**src/inc/rtc_pkg.sv**
```systemverilog
package rtc_pkg;
	// Run-time word layout and defaults
	localparam logic [15:0] RT_DEFAULT = 16'h7622;
	localparam int RT_LARGE_BIT = 15;
	localparam int RT_SMALL_BIT = 14;
	localparam int RT_CNT_W = 14;
	localparam int SMALL_SHIFT = 4;
	localparam int LARGE_SHIFT = 8;
	localparam int SCALED_W = RT_CNT_W + SMALL_SHIFT + LARGE_SHIFT;
	localparam logic [15:0] PP_DEFAULT = 16'h019A;
	// Telecommand header
	localparam int TC_WORDS = 7;
	localparam logic [15:0] HDR_ID_WORD = 16'h1C7C;
	localparam logic [1:0] SEQ_FLAGS = 2'h3;
	localparam logic [2:0] SEQ_SRC_GROUND = 3'h0;
	localparam logic [15:0] PKT_LEN = 16'h0007;
	localparam logic [3:0] PUS_CHK_NIB = 4'h1;
	localparam logic [3:0] ACK_RUN_TIME = 4'h1;
	localparam logic [3:0] ACK_PULSE_POS = 4'h9;
	localparam logic [7:0] PKT_TYPE = 8'hC0;
	localparam logic [7:0] SUB_RUN_TIME = 8'h0C;
	localparam logic [7:0] SUB_PULSE_POS = 8'h0D;
	localparam logic [7:0] PAD_BYTE = 8'h00;
	// Timing
	localparam int CLK_HZ = 20000000;
	localparam real SCAN_CYC_US = 22.35;
	localparam int SCAN_CYC_CLK = int'(SCAN_CYC_US * CLK_HZ / 1.0e6);
	localparam int MS_PER_S = 1000;
	localparam int MS_CYC_CLK = CLK_HZ / MS_PER_S;
	localparam real CONT_MIN_S = 4.95;
	localparam real CONT_MAX_S = 5.05;
	localparam int CONT_MIN_MS = int'($ceil(CONT_MIN_S * MS_PER_S));
	localparam int CONT_MAX_MS = int'($floor(CONT_MAX_S * MS_PER_S));
	localparam int CONT_READ_MS_DEF = (CONT_MIN_MS + CONT_MAX_MS) / 2;
	localparam real UNLOAD_MIN_S = 0.19;
	localparam real UNLOAD_MAX_S = 0.50;
	localparam logic [15:0] UNLOAD_MIN_MS = 16'(int'($ceil(UNLOAD_MIN_S * MS_PER_S)));
	localparam logic [15:0] UNLOAD_MAX_MS = 16'(int'($floor(UNLOAD_MAX_S * MS_PER_S)));
	localparam real GAP_INIT_S = 10.0;
	localparam logic [15:0] GAP_INIT_MS = 16'(int'(GAP_INIT_S * MS_PER_S));
	localparam int MISC_PERIOD_MIN = 30;
	localparam int MISC_MS_DEF = MISC_PERIOD_MIN * 60 * MS_PER_S;
	// Shift-out frame: select bit plus 16 data bits
	localparam logic [4:0] SH_BITS = 5'h11;
	// Register map
	localparam logic [7:0] REG_CTRL = 8'h00;
	localparam logic [7:0] REG_STATUS = 8'h04;
	localparam logic [7:0] REG_RUN_TIME = 8'h08;
	localparam logic [7:0] REG_GAP = 8'h0C;
	localparam logic [7:0] REG_PULSE = 8'h10;
	localparam int CTRL_START_BIT = 0;
	localparam int CTRL_RESTART_BIT = 1;
	localparam int CTRL_STOP_BIT = 2;
	localparam int CTRL_CLR_BIT = 3;
	typedef enum logic [1:0] {
		MODE_ENG = 2'b00,
		MODE_SCI = 2'b01,
		MODE_SHUT = 2'b10
	} mode_t;
endpackage

```
**src/tc_decoder.sv**
```systemverilog
`timescale 1ns/10ps
module tc_decoder import rtc_pkg::*; (
	// Clock and reset
	input wire logic i_clk,
	input wire logic i_nrst,
	// Word stream
	input wire logic [15:0] i_word,
	input wire logic i_valid,
	input wire logic i_sop,
	// Decoded commands
	output logic o_accept_rt,
	output logic o_accept_pp,
	output logic o_reject,
	output logic [15:0] o_data
);
	logic [2:0] idx_r;
	logic act_r;
	logic ok_r;
	logic [15:0] sum_r;
	logic [3:0] ack_r;
	logic [7:0] sub_r;
	logic [15:0] data_r;
	wire take = i_valid & (i_sop | act_r);
	wire [2:0] idx = i_sop ? 3'h0 : idx_r;
	wire [7:0] sub = i_word[15:8];
	wire sub_ok = (sub == SUB_RUN_TIME && ack_r == ACK_RUN_TIME) ||
		(sub == SUB_PULSE_POS && ack_r == ACK_PULSE_POS);
	wire w_ok = (idx == 3'h0) ? (i_word == HDR_ID_WORD) :
		(idx == 3'h1) ? (i_word[15:14] == SEQ_FLAGS && i_word[13:11] == SEQ_SRC_GROUND) :
		(idx == 3'h2) ? (i_word == PKT_LEN) :
		(idx == 3'h3) ? (i_word[15:12] == PUS_CHK_NIB && i_word[7:0] == PKT_TYPE) :
		(idx == 3'h4) ? (sub_ok && i_word[7:0] == PAD_BYTE) :
		(idx == 3'h5) ? 1'b1 : (i_word == sum_r);
	wire last = take & (idx == 3'(TC_WORDS - 1));
	wire good = last & ok_r & w_ok;
	wire [15:0] sum_nxt = (idx == 3'h0) ? i_word : (sum_r ^ i_word);

	always_ff @(posedge i_clk or negedge i_nrst) begin
		if (!i_nrst) begin
			idx_r <= 3'h0;
			act_r <= 1'b0;
			ok_r <= 1'b0;
			sum_r <= 16'h0000;
			ack_r <= 4'h0;
			sub_r <= 8'h00;
			data_r <= 16'h0000;
		end else if (take) begin
			idx_r <= idx + 3'h1;
			act_r <= ~last;
			ok_r <= (idx == 3'h0 ? 1'b1 : ok_r) & w_ok;
			sum_r <= sum_nxt;
			if (idx == 3'h3)
				ack_r <= i_word[11:8];
			if (idx == 3'h4)
				sub_r <= sub;
			if (idx == 3'h5)
				data_r <= i_word;
		end
	end

	always_ff @(posedge i_clk or negedge i_nrst) begin
		if (!i_nrst) begin
			o_accept_rt <= 1'b0;
			o_accept_pp <= 1'b0;
			o_reject <= 1'b0;
			o_data <= 16'h0000;
		end else begin
			o_accept_rt <= good & (sub_r == SUB_RUN_TIME);
			o_accept_pp <= good & (sub_r == SUB_PULSE_POS);
			o_reject <= last & ~(ok_r & w_ok);
			if (good)
				o_data <= data_r;
		end
	end
endmodule // tc_decoder

```
**src/spectro_runtime_ctrl.sv**
```systemverilog
`timescale 1ns/10ps
module spectro_runtime_ctrl import rtc_pkg::*; #(
	parameter int MS_CYC = MS_CYC_CLK,
	parameter int SCAN_CYC = SCAN_CYC_CLK,
	parameter int CONT_READ_MS = CONT_READ_MS_DEF,
	parameter int MISC_PERIOD_MS = MISC_MS_DEF
) (
	// Clock and reset
	input wire logic I_CORE_CLK,
	input wire logic I_NRST,
	// Telecommand word stream
	input wire logic [15:0] I_TC_WORD,
	input wire logic I_TC_VALID,
	input wire logic I_TC_SOP,
	output logic O_TC_ACCEPT,
	output logic O_TC_REJECT,
	// Register port
	input wire logic [7:0] I_REG_ADDR,
	input wire logic [31:0] I_REG_WDATA,
	input wire logic I_REG_WR,
	input wire logic I_REG_RD,
	output logic [31:0] O_REG_RDATA,
	// Spectrometer
	input wire logic I_SPEC_BUSY,
	output logic O_SCAN_GATE,
	output logic O_CONT_READ,
	output logic O_SHIFT_CLK,
	output logic O_SHIFT_DATA,
	output logic O_SHIFT_LOAD,
	// Status and events
	output logic O_ERR_EVENT,
	output logic [1:0] O_MODE,
	// Miscellaneous science telemetry
	output logic O_MISC_PKT,
	output logic [15:0] O_TM_RUN_TIME,
	output logic [15:0] O_TM_GAP_MS,
	output logic O_TM_GAP_UPD
);
	function automatic logic [SCALED_W-1:0] scale_count(input logic [15:0] w);
		logic [SCALED_W-1:0] c;
		c = SCALED_W'(w[RT_CNT_W-1:0]);
		if (w[RT_SMALL_BIT])
			c = c << SMALL_SHIFT;
		if (w[RT_LARGE_BIT])
			c = c << LARGE_SHIFT;
		return c;
	endfunction

	// Command decode
	logic acc_rt;
	logic acc_pp;
	logic [15:0] cmd_data;
	tc_decoder u_dec (
		.i_clk(I_CORE_CLK),
		.i_nrst(I_NRST),
		.i_word(I_TC_WORD),
		.i_valid(I_TC_VALID),
		.i_sop(I_TC_SOP),
		.o_accept_rt(acc_rt),
		.o_accept_pp(acc_pp),
		.o_reject(O_TC_REJECT),
		.o_data(cmd_data)
	);
	assign O_TC_ACCEPT = acc_rt | acc_pp;

	// Register writes
	wire wr_ctrl = I_REG_WR & (I_REG_ADDR == REG_CTRL);
	wire soft_rst = wr_ctrl & I_REG_WDATA[CTRL_RESTART_BIT];
	wire sw_start = wr_ctrl & I_REG_WDATA[CTRL_START_BIT];
	wire sw_stop = wr_ctrl & I_REG_WDATA[CTRL_STOP_BIT];
	wire sw_clr = wr_ctrl & I_REG_WDATA[CTRL_CLR_BIT];

	mode_t mode_r;
	mode_t mode_nxt;
	logic [15:0] rt_word_r;
	logic [15:0] pp_r;
	logic [15:0] ms_div_r;
	logic [12:0] period_ms_r;
	logic [9:0] scan_div_r;
	logic [SCALED_W-1:0] scan_left_r;
	logic scan_act_r;
	logic busy_d_r;
	logic [15:0] gap_cnt_r;
	logic gap_run_r;
	logic [15:0] gap_r;
	logic gap_upd_r;
	logic [15:0] unload_ms_r;
	logic unload_run_r;
	logic fail_r;
	logic unload_err_r;
	logic [21:0] misc_ms_r;
	logic pend_rt_r;
	logic pend_pp_r;
	logic [16:0] sh_r;
	logic [4:0] sh_cnt_r;
	logic sh_act_r;

	// Timebases
	wire sci = (mode_r == MODE_SCI);
	wire ms_tick = (ms_div_r == 16'(MS_CYC - 1));
	wire scan_tick = scan_act_r & (scan_div_r == 10'(SCAN_CYC - 1));
	wire enter_sci = (mode_r == MODE_ENG) & sw_start;
	wire readout = sci & ms_tick & (period_ms_r == 13'(CONT_READ_MS - 1));
	// A stop or restart in the same cycle must not open a period
	wire period_start = (mode_nxt == MODE_SCI) & (enter_sci | (readout & ~I_SPEC_BUSY));
	wire failure = readout & I_SPEC_BUSY;
	wire busy_fall = busy_d_r & ~I_SPEC_BUSY;
	wire scan_end = scan_tick & (scan_left_r == SCALED_W'(1));
	wire [SCALED_W-1:0] next_scan = scale_count(rt_word_r);
	wire misc_due = sci & ms_tick & (misc_ms_r == 22'(MISC_PERIOD_MS - 1));
	wire gap_better = gap_run_r & (gap_cnt_r < gap_r);
	wire gap_reset = soft_rst | acc_rt;
	wire gap_take = readout & ~I_SPEC_BUSY & gap_run_r & ~soft_rst;
	wire unload_bad = unload_run_r & ((unload_ms_r < UNLOAD_MIN_MS) | (unload_ms_r > UNLOAD_MAX_MS));

	// Mode sequencing
	always_comb begin
		mode_nxt = mode_r;
		unique case (mode_r)
			MODE_ENG: if (sw_start) mode_nxt = MODE_SCI;
			MODE_SCI: if (failure | sw_stop) mode_nxt = MODE_SHUT;
			MODE_SHUT: if (~sh_act_r & ~pend_rt_r & ~pend_pp_r) mode_nxt = MODE_ENG;
			default: mode_nxt = MODE_ENG;
		endcase
		if (soft_rst)
			mode_nxt = MODE_ENG;
	end

	always_ff @(posedge I_CORE_CLK or negedge I_NRST) begin
		if (!I_NRST)
			mode_r <= MODE_ENG;
		else
			mode_r <= mode_nxt;
	end
	assign O_MODE = mode_r;

	// Stored settings
	always_ff @(posedge I_CORE_CLK or negedge I_NRST) begin
		if (!I_NRST) begin
			rt_word_r <= RT_DEFAULT;
			pp_r <= PP_DEFAULT;
		end else if (soft_rst) begin
			rt_word_r <= RT_DEFAULT;
			pp_r <= PP_DEFAULT;
		end else begin
			if (acc_rt)
				rt_word_r <= cmd_data;
			if (acc_pp)
				pp_r <= cmd_data;
		end
	end

	// Scan period timing
	always_ff @(posedge I_CORE_CLK or negedge I_NRST) begin
		if (!I_NRST) begin
			ms_div_r <= 16'h0000;
			period_ms_r <= 13'h0000;
		end else if (period_start | ~sci) begin
			ms_div_r <= 16'h0000;
			period_ms_r <= 13'h0000;
		end else begin
			ms_div_r <= ms_tick ? 16'h0000 : ms_div_r + 16'h0001;
			if (ms_tick)
				period_ms_r <= period_ms_r + 13'h0001;
		end
	end

	// Integration cycle counter; count latched only at period start
	always_ff @(posedge I_CORE_CLK or negedge I_NRST) begin
		if (!I_NRST) begin
			scan_act_r <= 1'b0;
			scan_left_r <= '0;
			scan_div_r <= 10'h000;
		end else if (period_start) begin
			scan_act_r <= (next_scan != '0);
			scan_left_r <= next_scan;
			scan_div_r <= 10'h000;
		end else if (~sci | scan_end) begin
			scan_act_r <= 1'b0;
			scan_div_r <= 10'h000;
		end else if (scan_act_r) begin
			scan_div_r <= scan_tick ? 10'h000 : scan_div_r + 10'h001;
			if (scan_tick)
				scan_left_r <= scan_left_r - SCALED_W'(1);
		end
	end
	assign O_SCAN_GATE = scan_act_r;

	// Unload window and continuum gap measurement
	always_ff @(posedge I_CORE_CLK or negedge I_NRST) begin
		if (!I_NRST) begin
			busy_d_r <= 1'b0;
			unload_run_r <= 1'b0;
			unload_ms_r <= 16'h0000;
			gap_run_r <= 1'b0;
			gap_cnt_r <= 16'h0000;
		end else begin
			busy_d_r <= I_SPEC_BUSY;
			if (scan_end) begin
				unload_run_r <= 1'b1;
				unload_ms_r <= 16'h0000;
			end else if (busy_fall | period_start) begin
				unload_run_r <= 1'b0;
			end else if (unload_run_r & ms_tick & ~&unload_ms_r) begin
				unload_ms_r <= unload_ms_r + 16'h0001;
			end
			if (busy_fall) begin
				gap_run_r <= 1'b1;
				gap_cnt_r <= 16'h0000;
			end else if (period_start) begin
				gap_run_r <= 1'b0;
			end else if (gap_run_r & ms_tick & ~&gap_cnt_r) begin
				gap_cnt_r <= gap_cnt_r + 16'h0001;
			end
		end
	end

	// Smallest gap seen since the last run-time change
	always_ff @(posedge I_CORE_CLK or negedge I_NRST) begin
		if (!I_NRST) begin
			gap_r <= GAP_INIT_MS;
			gap_upd_r <= 1'b0;
		end else if (gap_take) begin
			// A fresh measurement beats a same-cycle run-time change
			if (gap_better | acc_rt)
				gap_r <= gap_cnt_r;
			gap_upd_r <= 1'b1;
		end else if (gap_reset) begin
			gap_r <= GAP_INIT_MS;
			gap_upd_r <= 1'b0;
		end
	end

	// Sticky status; a new event beats a same-cycle clear
	always_ff @(posedge I_CORE_CLK or negedge I_NRST) begin
		if (!I_NRST) begin
			fail_r <= 1'b0;
			unload_err_r <= 1'b0;
		end else begin
			fail_r <= failure | (fail_r & ~(sw_clr | soft_rst));
			unload_err_r <= (busy_fall & unload_bad) | (unload_err_r & ~(sw_clr | soft_rst));
		end
	end

	// Events and telemetry
	always_ff @(posedge I_CORE_CLK or negedge I_NRST) begin
		if (!I_NRST) begin
			O_ERR_EVENT <= 1'b0;
			O_CONT_READ <= 1'b0;
			O_MISC_PKT <= 1'b0;
			misc_ms_r <= 22'h000000;
			O_TM_RUN_TIME <= 16'h0000;
			O_TM_GAP_MS <= 16'h0000;
			O_TM_GAP_UPD <= 1'b0;
		end else begin
			O_ERR_EVENT <= failure;
			O_CONT_READ <= readout;
			O_MISC_PKT <= misc_due;
			if (~sci | misc_due)
				misc_ms_r <= 22'h000000;
			else if (ms_tick)
				misc_ms_r <= misc_ms_r + 22'h000001;
			if (misc_due) begin
				O_TM_RUN_TIME <= rt_word_r;
				O_TM_GAP_MS <= gap_r;
				O_TM_GAP_UPD <= gap_upd_r;
			end
		end
	end

	// Serial hand-off to the spectrometer; a command met while busy waits its turn
	wire sh_go = ~sh_act_r & (pend_rt_r | pend_pp_r);
	wire sh_last = sh_act_r & O_SHIFT_CLK & (sh_cnt_r == 5'h01);
	wire [16:0] sh_load = pend_rt_r ? {1'b0, rt_word_r} : {1'b1, pp_r};

	always_ff @(posedge I_CORE_CLK or negedge I_NRST) begin
		if (!I_NRST) begin
			pend_rt_r <= 1'b0;
			pend_pp_r <= 1'b0;
		end else begin
			pend_rt_r <= acc_rt | (pend_rt_r & ~sh_go);
			pend_pp_r <= acc_pp | (pend_pp_r & ~(sh_go & ~pend_rt_r));
		end
	end

	always_ff @(posedge I_CORE_CLK or negedge I_NRST) begin
		if (!I_NRST) begin
			sh_act_r <= 1'b0;
			sh_r <= 17'h00000;
			sh_cnt_r <= 5'h00;
			O_SHIFT_CLK <= 1'b0;
			O_SHIFT_LOAD <= 1'b0;
		end else begin
			O_SHIFT_LOAD <= sh_last;
			if (sh_go) begin
				sh_act_r <= 1'b1;
				sh_r <= sh_load;
				sh_cnt_r <= SH_BITS;
				O_SHIFT_CLK <= 1'b0;
			end else if (sh_act_r) begin
				O_SHIFT_CLK <= ~O_SHIFT_CLK;
				if (O_SHIFT_CLK) begin
					sh_r <= {sh_r[15:0], 1'b0};
					sh_cnt_r <= sh_cnt_r - 5'h01;
				end
				if (sh_last)
					sh_act_r <= 1'b0;
			end
		end
	end
	assign O_SHIFT_DATA = sh_r[16];

	// Register readback
	wire [31:0] status_word = {25'h0000000, I_SPEC_BUSY, sh_act_r, gap_upd_r,
		unload_err_r, fail_r, mode_r};
	wire [31:0] rd_mux = (I_REG_ADDR == REG_STATUS) ? status_word :
		(I_REG_ADDR == REG_RUN_TIME) ? {16'h0000, rt_word_r} :
		(I_REG_ADDR == REG_GAP) ? {16'h0000, gap_r} :
		(I_REG_ADDR == REG_PULSE) ? {16'h0000, pp_r} : 32'h00000000;

	always_ff @(posedge I_CORE_CLK or negedge I_NRST) begin
		if (!I_NRST)
			O_REG_RDATA <= 32'h00000000;
		else if (I_REG_RD)
			O_REG_RDATA <= rd_mux;
		else
			O_REG_RDATA <= 32'h00000000;
	end
endmodule // spectro_runtime_ctrl

```
**config.mk**
```make
export PLATFORM = sky130hd
export DESIGN_NAME = spectro_runtime_ctrl
export DESIGN_NICKNAME = d
export VERILOG_FILES = /design/src/inc/rtc_pkg.sv /design/src/tc_decoder.sv /design/src/spectro_runtime_ctrl.sv
export SDC_FILE = /design/constraint.sdc
export NUM_CORES = 1
export LEC_CHECK = 0
export BUFFER_PORTS_ARGS = -buffer_cell sky130_fd_sc_hd__buf_2
export CELL_PAD_IN_SITES_DETAIL_PLACEMENT = 1
export CELL_PAD_IN_SITES_GLOBAL_PLACEMENT = 1
export CORE_MARGIN = 5
export CORE_UTILIZATION = 44
export CTS_BUF_LIST = sky130_fd_sc_hd__clkbuf_2 sky130_fd_sc_hd__clkbuf_4 sky130_fd_sc_hd__clkbuf_8
export CTS_CLUSTER_DIAMETER = 100
export DETAILED_ROUTE_END_ITERATION = 7
export PLACE_DENSITY = 0.74
export SETUP_SLACK_MARGIN = 0.3
export SLEW_MARGIN = 10
export SYNTH_ARGS = -nofsm -noshare
export SYNTH_HDL_FRONTEND = slang
export SYNTH_SLANG_ARGS = --single-unit
```
**constraint.sdc**
```tcl
create_clock -name I_CORE_CLK -period 2.4 [get_ports I_CORE_CLK]
set_input_delay 0.48 -clock I_CORE_CLK [delete_from_list [all_inputs] [get_ports I_CORE_CLK]]
set_output_delay 0.48 -clock I_CORE_CLK [all_outputs]
set_load 0.005 [all_outputs]
```
==> results of run 1 <==
==> routing by layer <==
layer / share of wire [%] / wire (µm) / GRT usage, % / up-vias
met3: 6.4 / 4470 / 4.73 / 266
met2: 50 / 34600 / 47.7 / 762
li1: - / - / - / 6606
met5: 0.065 / 45 / 0 / -
met4: 5.1 / 3570 / 10.9 / 6
met1: 39 / 27100 / 36.2 / 8141
==> repair_timing <==
action / 4_1_cts / 5_1_grt
hold buffers: 1 / 0
resized for setup: 215 / 167
cloned: 15 / 4
pin swaps: 77 / 85
hold endpoints to repair: 40 / 0
buffers inserted: 37 / 41
setup endpoints to repair: 178 / 196
==> power by group through the flow <==
| stage | clock network (mW) | logic, mW | registers (mW) |
|---|---|---|---|
| final | 5.88 | 1.34 | 5.93 |
| after global routing | 6.22 | 1.44 | 5.94 |
| after CTS | 5.78 | 1.17 | 5.90 |
| after detailed placement | 0 | 1.06 | 5.99 |
| after global placement | 0 | 1.01 | 5.96 |
| after floorplan | 0 | 0.630 | 5.91 |
==> registers in the layout, indices dropped and copies added (netlist names), 13 cells and up <==
signal         cells
sh_r              17
ms_div_r          16
u_dec.data_r      16
rt_word_r         16
scan_left_r       26
O_TM_GAP_MS       16
O_TM_RUN_TIME     16
gap_cnt_r         16
u_dec.sum_r       16
gap_r             16
period_ms_r       13
u_dec.o_data      16
unload_ms_r       16
misc_ms_r         22
pp_r              16
O_REG_RDATA       16
==> final cells by class <==
type                       instances  area, µm²
antenna                            1       2.50
clock buffer                      90       1160
clock inverter                    13        121
fill                            3912      14500
inverter                          50        198
multi-input combinational       1193       9720
sequential                       323       8110
tap                              511        639
timing repair buffer             366       3290
==> path summary, 6_finish.rpt <==
kind,endpoint,slack [ns],depth (start not counted)
max,scan_left_r[24],-0.28,8
min,busy_d_r,0.05,1
max reg2reg,scan_left_r[24],-0.28,8
min reg2reg,u_dec.idx_r[2],0.50,2
max in group asynchronous,rt_word_r[9],1.22,3
min in group asynchronous,unload_ms_r[11],0.33,2
==> cell families after synthesis <==
kind of cell,count (synthesis)
other,1
DFF,323
xor gates and xnor gates,83
buffers and inverters,155
muxes,177
AOI/OAI and AO/OA,273
adders and majority gates,31
and+or+nand+nor,612
==> through the flow <==
step / total power, mW / setup TNS, ns / util [%]
floorplan: 6.54 / 0 / -
global placement: 6.97 / -4.48 / 50.9
detailed placement: 7.06 / -8.99 / 50.9
CTS: 12.9 / -1.20 / 58.3
global route: 13.6 / -19.83 / 61.6
finish: 13.1 / -10.75 / 61.6
==> cells in the final DEF, fill, tap and decap left out, types with 10 or more instances in the layout <==
| cell | n |
|---|---|
| o21ai_1 | 10 |
| buf_4 | 179 |
| nor3_1 | 23 |
| buf_16 | 11 |
| nor2_1 | 131 |
| and3_1 | 23 |
| o21ai_2 | 12 |
| or4_1 | 11 |
| mux2i_1 | 88 |
| or3_1 | 27 |
| dfstp_2 | 17 |
| buf_6 | 52 |
| xor2_1 | 21 |
| xnor2_2 | 10 |
| a31oi_1 | 11 |
| o21ai_0 | 34 |
| mux2_4 | 49 |
| dfrtp_1 | 301 |
| a21oi_2 | 28 |
| mux2_2 | 39 |
| buf_2 | 94 |
| or3_4 | 12 |
| nor2_2 | 14 |
| nor2_4 | 21 |
| conb_1 | 16 |
| buf_12 | 23 |
| o22ai_2 | 11 |
| clkbuf_8 | 78 |
| a221o_1 | 16 |
| nand2_1 | 114 |
| a21oi_1 | 57 |
| clkbuf_4 | 12 |
| inv_1 | 45 |
| nand4_1 | 37 |
| nand3_1 | 52 |
| xnor2_1 | 51 |
| ha_1 | 26 |
| nor4_4 | 13 |
==> summary.txt, run 1 <==
Synth
  • Post-Synth Adder-Cell Area: 2.30%
  • FFs w/ async S/R, synth: 100%
  • Synth area leader: dfrtp_1
  • Mapped Cells: 1655
  • Synth top area cells: dfrtp_1 45%, mux2i_1 5.3%, mux2_2 5.0%
  • Synth Area in Compound Gates: a little over a tenth
  • Cell with the most instances after synthesis: dfrtp_1
  • Commonest cells post-synth: 306 x dfrtp_1, 165 x nor2_1, 124 x nand2_1, 89 x mux2i_1, 87 x a21oi_1
  • Simple-gate share of the synthesized area: a little under a fifth
  • Largest family of logic cells by synthesized area: simple AND/OR/NAND/NOR gates
  • Sequential share of the synthesized area: between 40% and 50%
  • Synth Flop Type: dfrtp_1
  • Unique masters post-synth: 84
  • Seq cells post-synth: around 320
  • Top-area cell type share of the netlist area: approximately 45%
  • EDFF count, synth: 0
  • Mapped Area: 0.0168 mm²
  • Average size of a mapped cell: between 10 and 15 µm²
  • Synth warn: 0
  • Post-Synth XOR/XNOR Area: under 10%
  • Portion of netlist area occupied by mux cells: between 10% and 20%

Power and ir drop
  • Gate power share: 10.2%
  • Clock share of power: between 40% and 50%
  • Flop pwr share: roughly 45%
  • Psw: 3.58 mW
  • Internal Power: roughly 9.6 mW
  • Peak supply drop: about 0.00047 V
  • Pleak: about 10 nW
  • Power Density: about 570 mW/mm²
  • Sw frac: 27.3%

Worst setup path
  • CP max stage cell: nor3_1
  • CP startpoint: scan_left_r[9]
  • Worst path buffer plus inverter count: 2
  • Critical path type: reg2reg
  • R2R Path Start: scan_left_r[9]
  • Peak per-stage delay on the critical path: 0.58 ns
  • Cells along the critical path: nor3_1 -> nand4_4 -> o311ai_4 -> buf_6 -> buf_16 -> nor3_2 -> xnor2_1 -> mux2i_1
  • Crit-path max FO: 6
  • Crit path DAT: around 3.2 ns
  • CP delay by family, top: simple AND/OR/NAND/NOR gates
  • CP Capture Type: flop
  • Startpoint Class: flop
  • Critical Path RT: slightly below 3 ns

Clock network
  • TritonCTS buffer count: between 50 and 60
  • H-tree levels: 2
  • CTS tree: yes
  • Clock Tree Buf Depth: 3
  • Clk root buf: clkbuf_8
  • Skew-Pair Late Insertion Delay: between 0.6 and 0.7 ns
  • Clock sink count: approximately 320
  • Worst-path clk slew: ~0.070 ns

Outcome
  • Violated checks: setup timing
  • Status: complete, but fails checks

STA
  • Measured slew at the worst slew-check pin: around 1.2 ns
  • Tcrit/Tclk final: 112%
  • Fin Hold WS: around 0.053 ns
  • Fin worst setup slack: -0.278 ns
  • Worst Skew: 0.0367 ns
  • RSZ-0062 raised after global routing: yes
  • # setup viols final: approximately 140
  • Final Slew Violations: 0
  • Slew HR: between 20 and 25%
  • Final Hold Viols: 0
  • Post-layout minimum cycle time: between 2 and 3 ns
  • Fmax: ~0.37 GHz

Floorplan
  • I/O pins: between 100 and 150
  • Row count: slightly above 70
  • Chip Width: between 200 and 250 µm
  • Initial cell density of the core: 44.6%
  • Die H: 206 µm
  • Die area: around 0.042 mm²
  • Core area: about 0.038 mm²

Worst hold path
  • Hold Crit Class: in2reg
  • Min-delay src: I_SPEC_BUSY

Placed design
  • IO buf count: 94
  • # placed instances: between 2000 and 2500
  • Pre-CTS worst setup slack: -0.227 ns
  • GP Congestion: 0.867
  • DP Wirelength: about 37000 µm
  • Dpl cell area: ~0.019 mm²

Global routing
  • Largest net degree at the start of global routing: 63
  • Vias in the first global route: around 16000
  • Total track usage: between 20% and 30%
  • Antenna violations before repair: 4
  • First-pass GRT wire length: between 90000 and 100000 µm
  • GRT Residual Overflow: 0

Route
  • Final ANT Viol Nets: 0
  • DRC Markers: 0
  • Number of iterations in the first detailed-routing pass: 6
  • Via Count: 15800
  • Vias per inst: 6.20
  • Iteration-0 DRC Markers: between 1000 and 1500
  • Drt total wl: 69700 µm
  • WL/cell: 27.4 µm

Cells and area
  • Layout cells sized above 1: 40.5%
  • Area grow syn2layout: 38.0%
  • Cell area after layout: 0.0232 mm²
  • Post-route insts no fill: around 2500
  • Final #Nets: about 2100

Run
  • Maximum capacitance violations: 0
Power figures use the tool's default switching activity.
==> inputs of run 2 (changes only) <==
--- a/config.mk
+++ b/config.mk
@@ -14,6 +14,7 @@
 export CTS_CLUSTER_DIAMETER = 100
 export DETAILED_ROUTE_END_ITERATION = 7
 export PLACE_DENSITY = 0.74
+export RECOVER_POWER = 100
 export SETUP_SLACK_MARGIN = 0.3
 export SLEW_MARGIN = 10
 export SYNTH_ARGS = -nofsm -noshare
==> run 2 against run 1 <==
  * The run ends with capacitance limit, slew limit, setup timing left
  * Clock power is essentially flat
  * Count of clock-buffer cells in the layout is the same
  * Combinational power shrank 3%
  * Sequential power is essentially flat
  * Cell count is essentially flat
  * Largest cell class unchanged
==> summary.txt, run 2 (synthesis gave the netlist of run 1 again) <==
Worst hold path
  • Hold Crit Class: in2reg

Floorplan
  • Initial cell density of the core: 44.6% (unchanged)
  • Die area: 0.0423 mm² (unchanged)
  • Row count: 71 (unchanged)
  • Core area: 0.0378 mm² (unchanged)
  • I/O pins: 139 (unchanged)
  • Chip Width: 206 µm (unchanged)
  • Die H: 206 µm (unchanged)

Route
  • Number of iterations in the first detailed-routing pass: 6 (unchanged)
  • DRC Markers: 0 (unchanged)
  • Iteration-0 DRC Markers: 1232 (-10%)
  • Via Count: 15800 (-0.10%)
  • WL/cell: 27.3 µm (about the same)
  • Final ANT Viol Nets: 0 (unchanged)
  • Drt total wl: 69600 µm (-0.10%)
  • Vias per inst: 6.19 (about the same)

Clock network
  • H-tree levels: 2 (unchanged)
  • Skew-Pair Late Insertion Delay: 0.68 ns (about the same)
  • CTS tree: yes
  • Worst-path clk slew: 0.08 ns (about the same)
  • TritonCTS buffer count: 55 (unchanged)
  • Clock sink count: 323 (unchanged)
  • Clock Tree Buf Depth: 3 (unchanged)
  • Clk root buf: clkbuf_8

Outcome
  • Violated checks: capacitance limit, slew limit, setup timing
  • Status: complete, but fails checks

STA
  • Measured slew at the worst slew-check pin: 1.53 ns (+0.363 ns)
  • Fmax: 0.367 GHz (-1.8%)
  • Post-layout minimum cycle time: 2.73 ns (+0.0482 ns)
  • Fin worst setup slack: -0.326 ns (-0.0482 ns)
  • Tcrit/Tclk final: 114% (+2.0 points)
  • Final Hold Viols: 0 (unchanged)
  • Setup TNS: -11.81 ns (-1.06 ns)
  • RSZ-0062 raised after global routing: yes
  • Fin Hold WS: 0.157 ns (+0.105 ns)
  • # setup viols final: 150 (+9.5%)
  • Final Slew Violations: 50 (+50)
  • Worst Skew: 0.0416 ns (+0.00489 ns)
  • Slew HR: -1.89% (-24 points)

Global routing
  • Total track usage: 28.2% (unchanged)
  • Largest net degree at the start of global routing: 63 (unchanged)
  • First-pass GRT wire length: 94400 µm (unchanged)
  • GRT Residual Overflow: 0 (unchanged)
  • Antenna violations before repair: 4 (unchanged)
  • Vias in the first global route: 16300 (unchanged)

Worst setup path
  • Critical Path RT: 2.93 ns (about the same)
  • Crit-path max FO: 6 (unchanged)
  • Peak per-stage delay on the critical path: 0.63 ns (+0.05 ns)
  • CP Capture Type: flop
  • Critical path type: reg2reg
  • Cells along the critical path: nor3_1 -> nand4_4 -> o311ai_4 -> buf_6 -> buf_16 -> nor3_2 -> xnor2_1 -> mux2i_1
  • Crit path DAT: 3.25 ns (+0.05 ns)
  • Startpoint Class: flop
  • CP delay by family, top: simple AND/OR/NAND/NOR gates
  • Worst path buffer plus inverter count: 2 (unchanged)
  • CP max stage cell: nor3_1

Power and ir drop
  • Internal Power: 9.53 mW (-0.29%)
  • Clock share of power: 44.8% (about the same)
  • Psw: 3.57 mW (-0.31%)
  • Power Density: 569 mW/mm² (+0.71%)
  • Pleak: 10.1 nW (-2.9%)
  • Overall power: 13.1 mW (-0.30%)
  • Flop pwr share: 45.2% (about the same)
  • Peak supply drop: 0.000465 V (-1.3%)
  • Sw frac: 27.2% (about the same)
  • Gate power share: 10.0% (-0.2 points)

Placed design
  • DP Wirelength: 36600 µm (unchanged)
  • # placed instances: 2345 (unchanged)
  • Dpl cell area: 0.0192 mm² (unchanged)
  • GP Congestion: 0.867 (unchanged)
  • IO buf count: 94 (unchanged)
  • Pre-CTS worst setup slack: -0.227 ns (unchanged)

Cells and area
  • Final #Nets: 2083 (unchanged)
  • Most frequent cells in the layout: 302 x dfrtp_1, 155 x buf_4, 131 x nor2_1
  • Top flop regs: scan_left_r (26), misc_ms_r (22), sh_r (17)
  • Multi-input gate area: 0.00967 mm² (-0.45%)
  • Post-route insts no fill: 2546 (-0.039%)
  • Layout cells sized above 1: 37.1% (-3.4 points)
  • # fillers: 3954 (+1.1%)
  • Cell area after layout: 0.0230 mm² (-1.0%)
  • Max reg flops: 26 (unchanged)
  • Register area: 0.00811 mm² (about the same)
  • Most flops, register: scan_left_r
  • Commonest non-fill, non-tap cell in the layout: dfrtp_1
  • # diodes: 0 (-1)
  • Final Core Density: 61.0% (-0.61 points)
  • Area grow syn2layout: 36.7%

Run
  • Maximum capacitance violations: 1 (+1)
## run 2: changes by cell type in the layout (fill, tap and decap cells not counted), moves of 4 or more
| cell | previous run | this run |
|---|---|---|
| clkbuf_1 | 0 | 57 |
| clkbuf_4 | 12 | 16 |
| buf_2 | 94 | 51 |
| clkbuf_2 | 0 | 5 |
| buf_1 | 0 | 4 |
| buf_12 | 23 | 19 |
| buf_4 | 179 | 155 |
## run 2: final timing paths
path / start / end / slack [ns] / cells after the start
min in group asynchronous: I_NRST / unload_ms_r[11] / 0.70 / 2
max in group asynchronous: I_NRST / u_dec.idx_r[1] / 0.20 / 3
max: scan_left_r[9] / scan_left_r[24] / -0.33 / 8
min reg2reg: u_dec.idx_r[2] / u_dec.idx_r[2] / 0.50 / 2
min: I_REG_RD / O_REG_RDATA[4] / 0.16 / 2
max reg2reg: scan_left_r[9] / scan_left_r[24] / -0.33 / 8
## run 2: timing repair
item                                    CTS  global route
gates cloned                             15             4
pin swaps                                77            85
gates resized for setup                 215           167
endpoints found under the hold margin    40             0
endpoints found under the setup margin  178           196
hold buffers                              1             0
buffers inserted                         37            41
## run 2: per-layer routing
layer	global-route usage, %	part of all wire (%)	up-vias	routed length, µm
li1	-	-	6608	-
met4	10.9	5.1	8	3550
met2	47.7	50	815	34700
met3	4.73	6.9	261	4820
met1	36.2	38	8073	26500
met5	0	0.075	-	52
## run 2: final cells by class
cell class	count	share of cell area (%)
Clock buffer	90	5.06
Clock inverter	13	0.527
Inverter	50	0.859
Multi-Input combinational cell	1193	42.0
Sequential cell	323	35.2
Tap cell	511	2.78
Timing Repair Buffer	366	13.5
## run 2: power by group through the flow
stage	clock network (mW)	logic, mW	registers, mW
2_1_floorplan	0	0.630	5.91
3_5_place_dp	0	1.06	5.99
6_report	5.87	1.30	5.93
5_1_grt	6.22	1.40	5.94
4_1_cts	5.78	1.17	5.90
3_3_place_gp	0	1.01	5.96
==> inputs of run 3 (changes only) <==
--- a/config.mk
+++ b/config.mk
@@ -15,7 +15,7 @@
 export DETAILED_ROUTE_END_ITERATION = 7
 export PLACE_DENSITY = 0.74
 export RECOVER_POWER = 100
-export SETUP_SLACK_MARGIN = 0.3
+export SETUP_SLACK_MARGIN = 0.05
 export SLEW_MARGIN = 10
 export SYNTH_ARGS = -nofsm -noshare
 export SYNTH_HDL_FRONTEND = slang
==> run 3 against run 2 <==
  * The run ends with setup timing left
  * Critical path depth down 1
  * First-iteration DRC count is 41% lower
  * Non-clock buffer count is 68 lower
  * Count of clock-buffer cells in the layout rose by 4
  * Largest power group unchanged
==> summary.txt, run 3 (synthesis gave the netlist of run 1 again) <==
Power and ir drop
  • Overall power: 12.5 mW (-4.3%)
  • Clock share of power: 43.9% (-0.9 points)
  • Internal Power: 9.20 mW (-3.5%)
  • Power Density: 585 mW/mm² (+2.8%)
  • Sw frac: 26.7% (-0.57 points)
  • Peak supply drop: 0.000445 V (-4.3%)
  • Psw: 3.35 mW (-6.3%)
  • Gate power share: 8.9% (-1.1 points)
  • Flop pwr share: 47.1% (+1.9 points)
  • Pleak: 9.46 nW (-6.3%)

Route
  • Final ANT Viol Nets: 0 (unchanged)
  • DRC Markers: 0 (unchanged)
  • Iteration-0 DRC Markers: 733 (-41%)
  • WL/cell: 22.8 µm (-17%)
  • Drt total wl: 56500 µm (-19%)
  • Via Count: 14500 (-8.1%)
  • Number of iterations in the first detailed-routing pass: 5 (-1)
  • Vias per inst: 5.84 (-5.7%)

Global routing
  • Largest net degree at the start of global routing: 79 (+25%)
  • Total track usage: 24.7% (-3.5 points)
  • Antenna violations before repair: 0 (-4)
  • Vias in the first global route: 15300 (-6.6%)
  • First-pass GRT wire length: 83600 µm (-11%)
  • GRT Residual Overflow: 0 (unchanged)

Clock network
  • H-tree levels: 2 (unchanged)
  • Clock sink count: 323 (unchanged)
  • TritonCTS buffer count: 57 (+3.6%)
  • Skew-Pair Late Insertion Delay: 0.68 ns (about the same)
  • Clk root buf: clkbuf_8
  • Worst-path clk slew: 0.06 ns (-0.02 ns)
  • CTS tree: yes
  • Clock Tree Buf Depth: 3 (unchanged)

Floorplan
  • Core area: 0.0378 mm² (unchanged)
  • Chip Width: 206 µm (unchanged)
  • Initial cell density of the core: 44.6% (unchanged)
  • Die area: 0.0423 mm² (unchanged)
  • Die H: 206 µm (unchanged)
  • Row count: 71 (unchanged)
  • I/O pins: 139 (unchanged)

Placed design
  • DP Wirelength: 36400 µm (-0.45%)
  • # placed instances: 2336 (-0.38%)
  • GP Congestion: 0.839 (-3.2%)
  • Dpl cell area: 0.0190 mm² (-1.4%)
  • IO buf count: 94 (unchanged)
  • Pre-CTS worst setup slack: -0.183 ns (+0.0439 ns)

STA
  • Setup TNS: -1.05 ns (+10.76 ns)
  • RSZ-0062 raised after global routing: yes
  • Worst Skew: 0.0366 ns (-0.00495 ns)
  • Final Slew Violations: 0 (-100%)
  • Post-layout minimum cycle time: 2.52 ns (-0.202 ns)
  • Fin worst setup slack: -0.124 ns (+0.202 ns)
  • Slew HR: 11.0% (+13 points)
  • Fin Hold WS: 0.112 ns (-0.0449 ns)
  • Fmax: 0.396 GHz (+8.0%)
  • Measured slew at the worst slew-check pin: 1.33 ns (-0.194 ns)
  • Final Hold Viols: 0 (unchanged)
  • # setup viols final: 35 (-77%)
  • Tcrit/Tclk final: 105% (-8.4 points)

Worst setup path
  • Crit-path max FO: 5 (-1)
  • Worst path buffer plus inverter count: 1 (-1)
  • CP max stage cell: or4_4
  • Critical Path RT: 2.95 ns (+0.02 ns)
  • Peak per-stage delay on the critical path: 0.58 ns (-0.05 ns)
  • Startpoint Class: flop
  • CP delay by family, top: simple AND/OR/NAND/NOR gates
  • Crit path DAT: 3.07 ns (-0.18 ns)
  • Cells along the critical path: or3_4 -> or4_4 -> o311ai_4 -> clkbuf_16 -> nor3_4 -> xnor2_1 -> mux2i_1
  • Critical path type: reg2reg
  • CP Capture Type: flop

Cells and area
  • Multi-input gate area: 0.00908 mm² (-6.1%)
  • Top flop regs: scan_left_r (26), misc_ms_r (22), sh_r (17)
  • Cell area after layout: 0.0214 mm² (-6.8%)
  • Area grow syn2layout: 27.3%
  • Final #Nets: 2017 (-3.2%)
  • # diodes: 0 (unchanged)
  • Post-route insts no fill: 2479 (-2.6%)
  • # fillers: 4111 (+4.0%)
  • Register area: 0.00810 mm² (about the same)
  • Final Core Density: 56.8% (-4.2 points)
  • Most flops, register: scan_left_r
  • Max reg flops: 26 (unchanged)
  • Most frequent cells in the layout: 306 x dfrtp_1, 150 x nor2_1, 142 x buf_4
  • Layout cells sized above 1: 30.3% (-6.8 points)
  • Commonest non-fill, non-tap cell in the layout: dfrtp_1

Worst hold path
  • Hold Crit Class: in2reg

Outcome
  • Status: complete, but fails checks
  • Violated checks: setup timing

Run
  • Maximum capacitance violations: 0 (-1)
[run 3: cell count changes in the layout (fill, tap and decap cells not counted), sizes merged]
cell / change
clkbuf: +2
inv: +1
clkinv: -1
buf: -67
dlygate4sd3: +1
bufinv: -2
clkinvlp: -1
[run 3: routing by layer]
layer	part of all wire [%]	vias up	global-route usage, %
met5	0	-	0
met4	3.5	0	9.28
met3	4.7	144	4.48
met2	50	384	41.5
met1	42	7484	32.0
li1	-	6470	-
[run 3: path summary, 6_finish.rpt]
check,start,endpoint,slack (ns),depth (start not counted)
hold reg to reg,scan_div_r[9],scan_div_r[9],0.49,1
hold / removal,I_REG_RD,O_REG_RDATA[5],0.11,2
min in group asynchronous,I_NRST,unload_ms_r[4],0.59,2
max in group asynchronous,I_NRST,O_SHIFT_LOAD,0.35,3
setup / recovery,scan_left_r[22],scan_left_r[19],-0.12,7
setup reg to reg,scan_left_r[22],scan_left_r[19],-0.12,7
[run 3: cell type report]
| type | instances | share of cell area, % |
|---|---|---|
| Clock buffer | 94 | 5.36 |
| Clock inverter | 10 | 0.333 |
| Inverter | 50 | 0.875 |
| Multi-Input combinational cell | 1193 | 42.4 |
| Sequential cell | 323 | 37.8 |
| Tap cell | 511 | 2.98 |
| Timing Repair Buffer | 298 | 10.3 |
[run 3: power by group through the flow]
stage	clock network, mW	registers [mW]	logic (mW)
final	5.51	5.91	1.12
after CTS	5.62	5.89	1.05
after detailed placement	0	5.98	1.03
after global placement	0	5.96	0.983
after global routing	5.92	5.93	1.23
after floorplan	0	5.91	0.616
[run 3: what timing repair did]
item | CTS | global route
pin swaps | 20 | 63
cloned | 2 | 6
gates resized for setup | 66 | 164
setup buffers | 8 | 21
hold endpoints to repair | 35 | 0
hold buffers | 2 | 0
setup endpoints to repair | 144 | 155
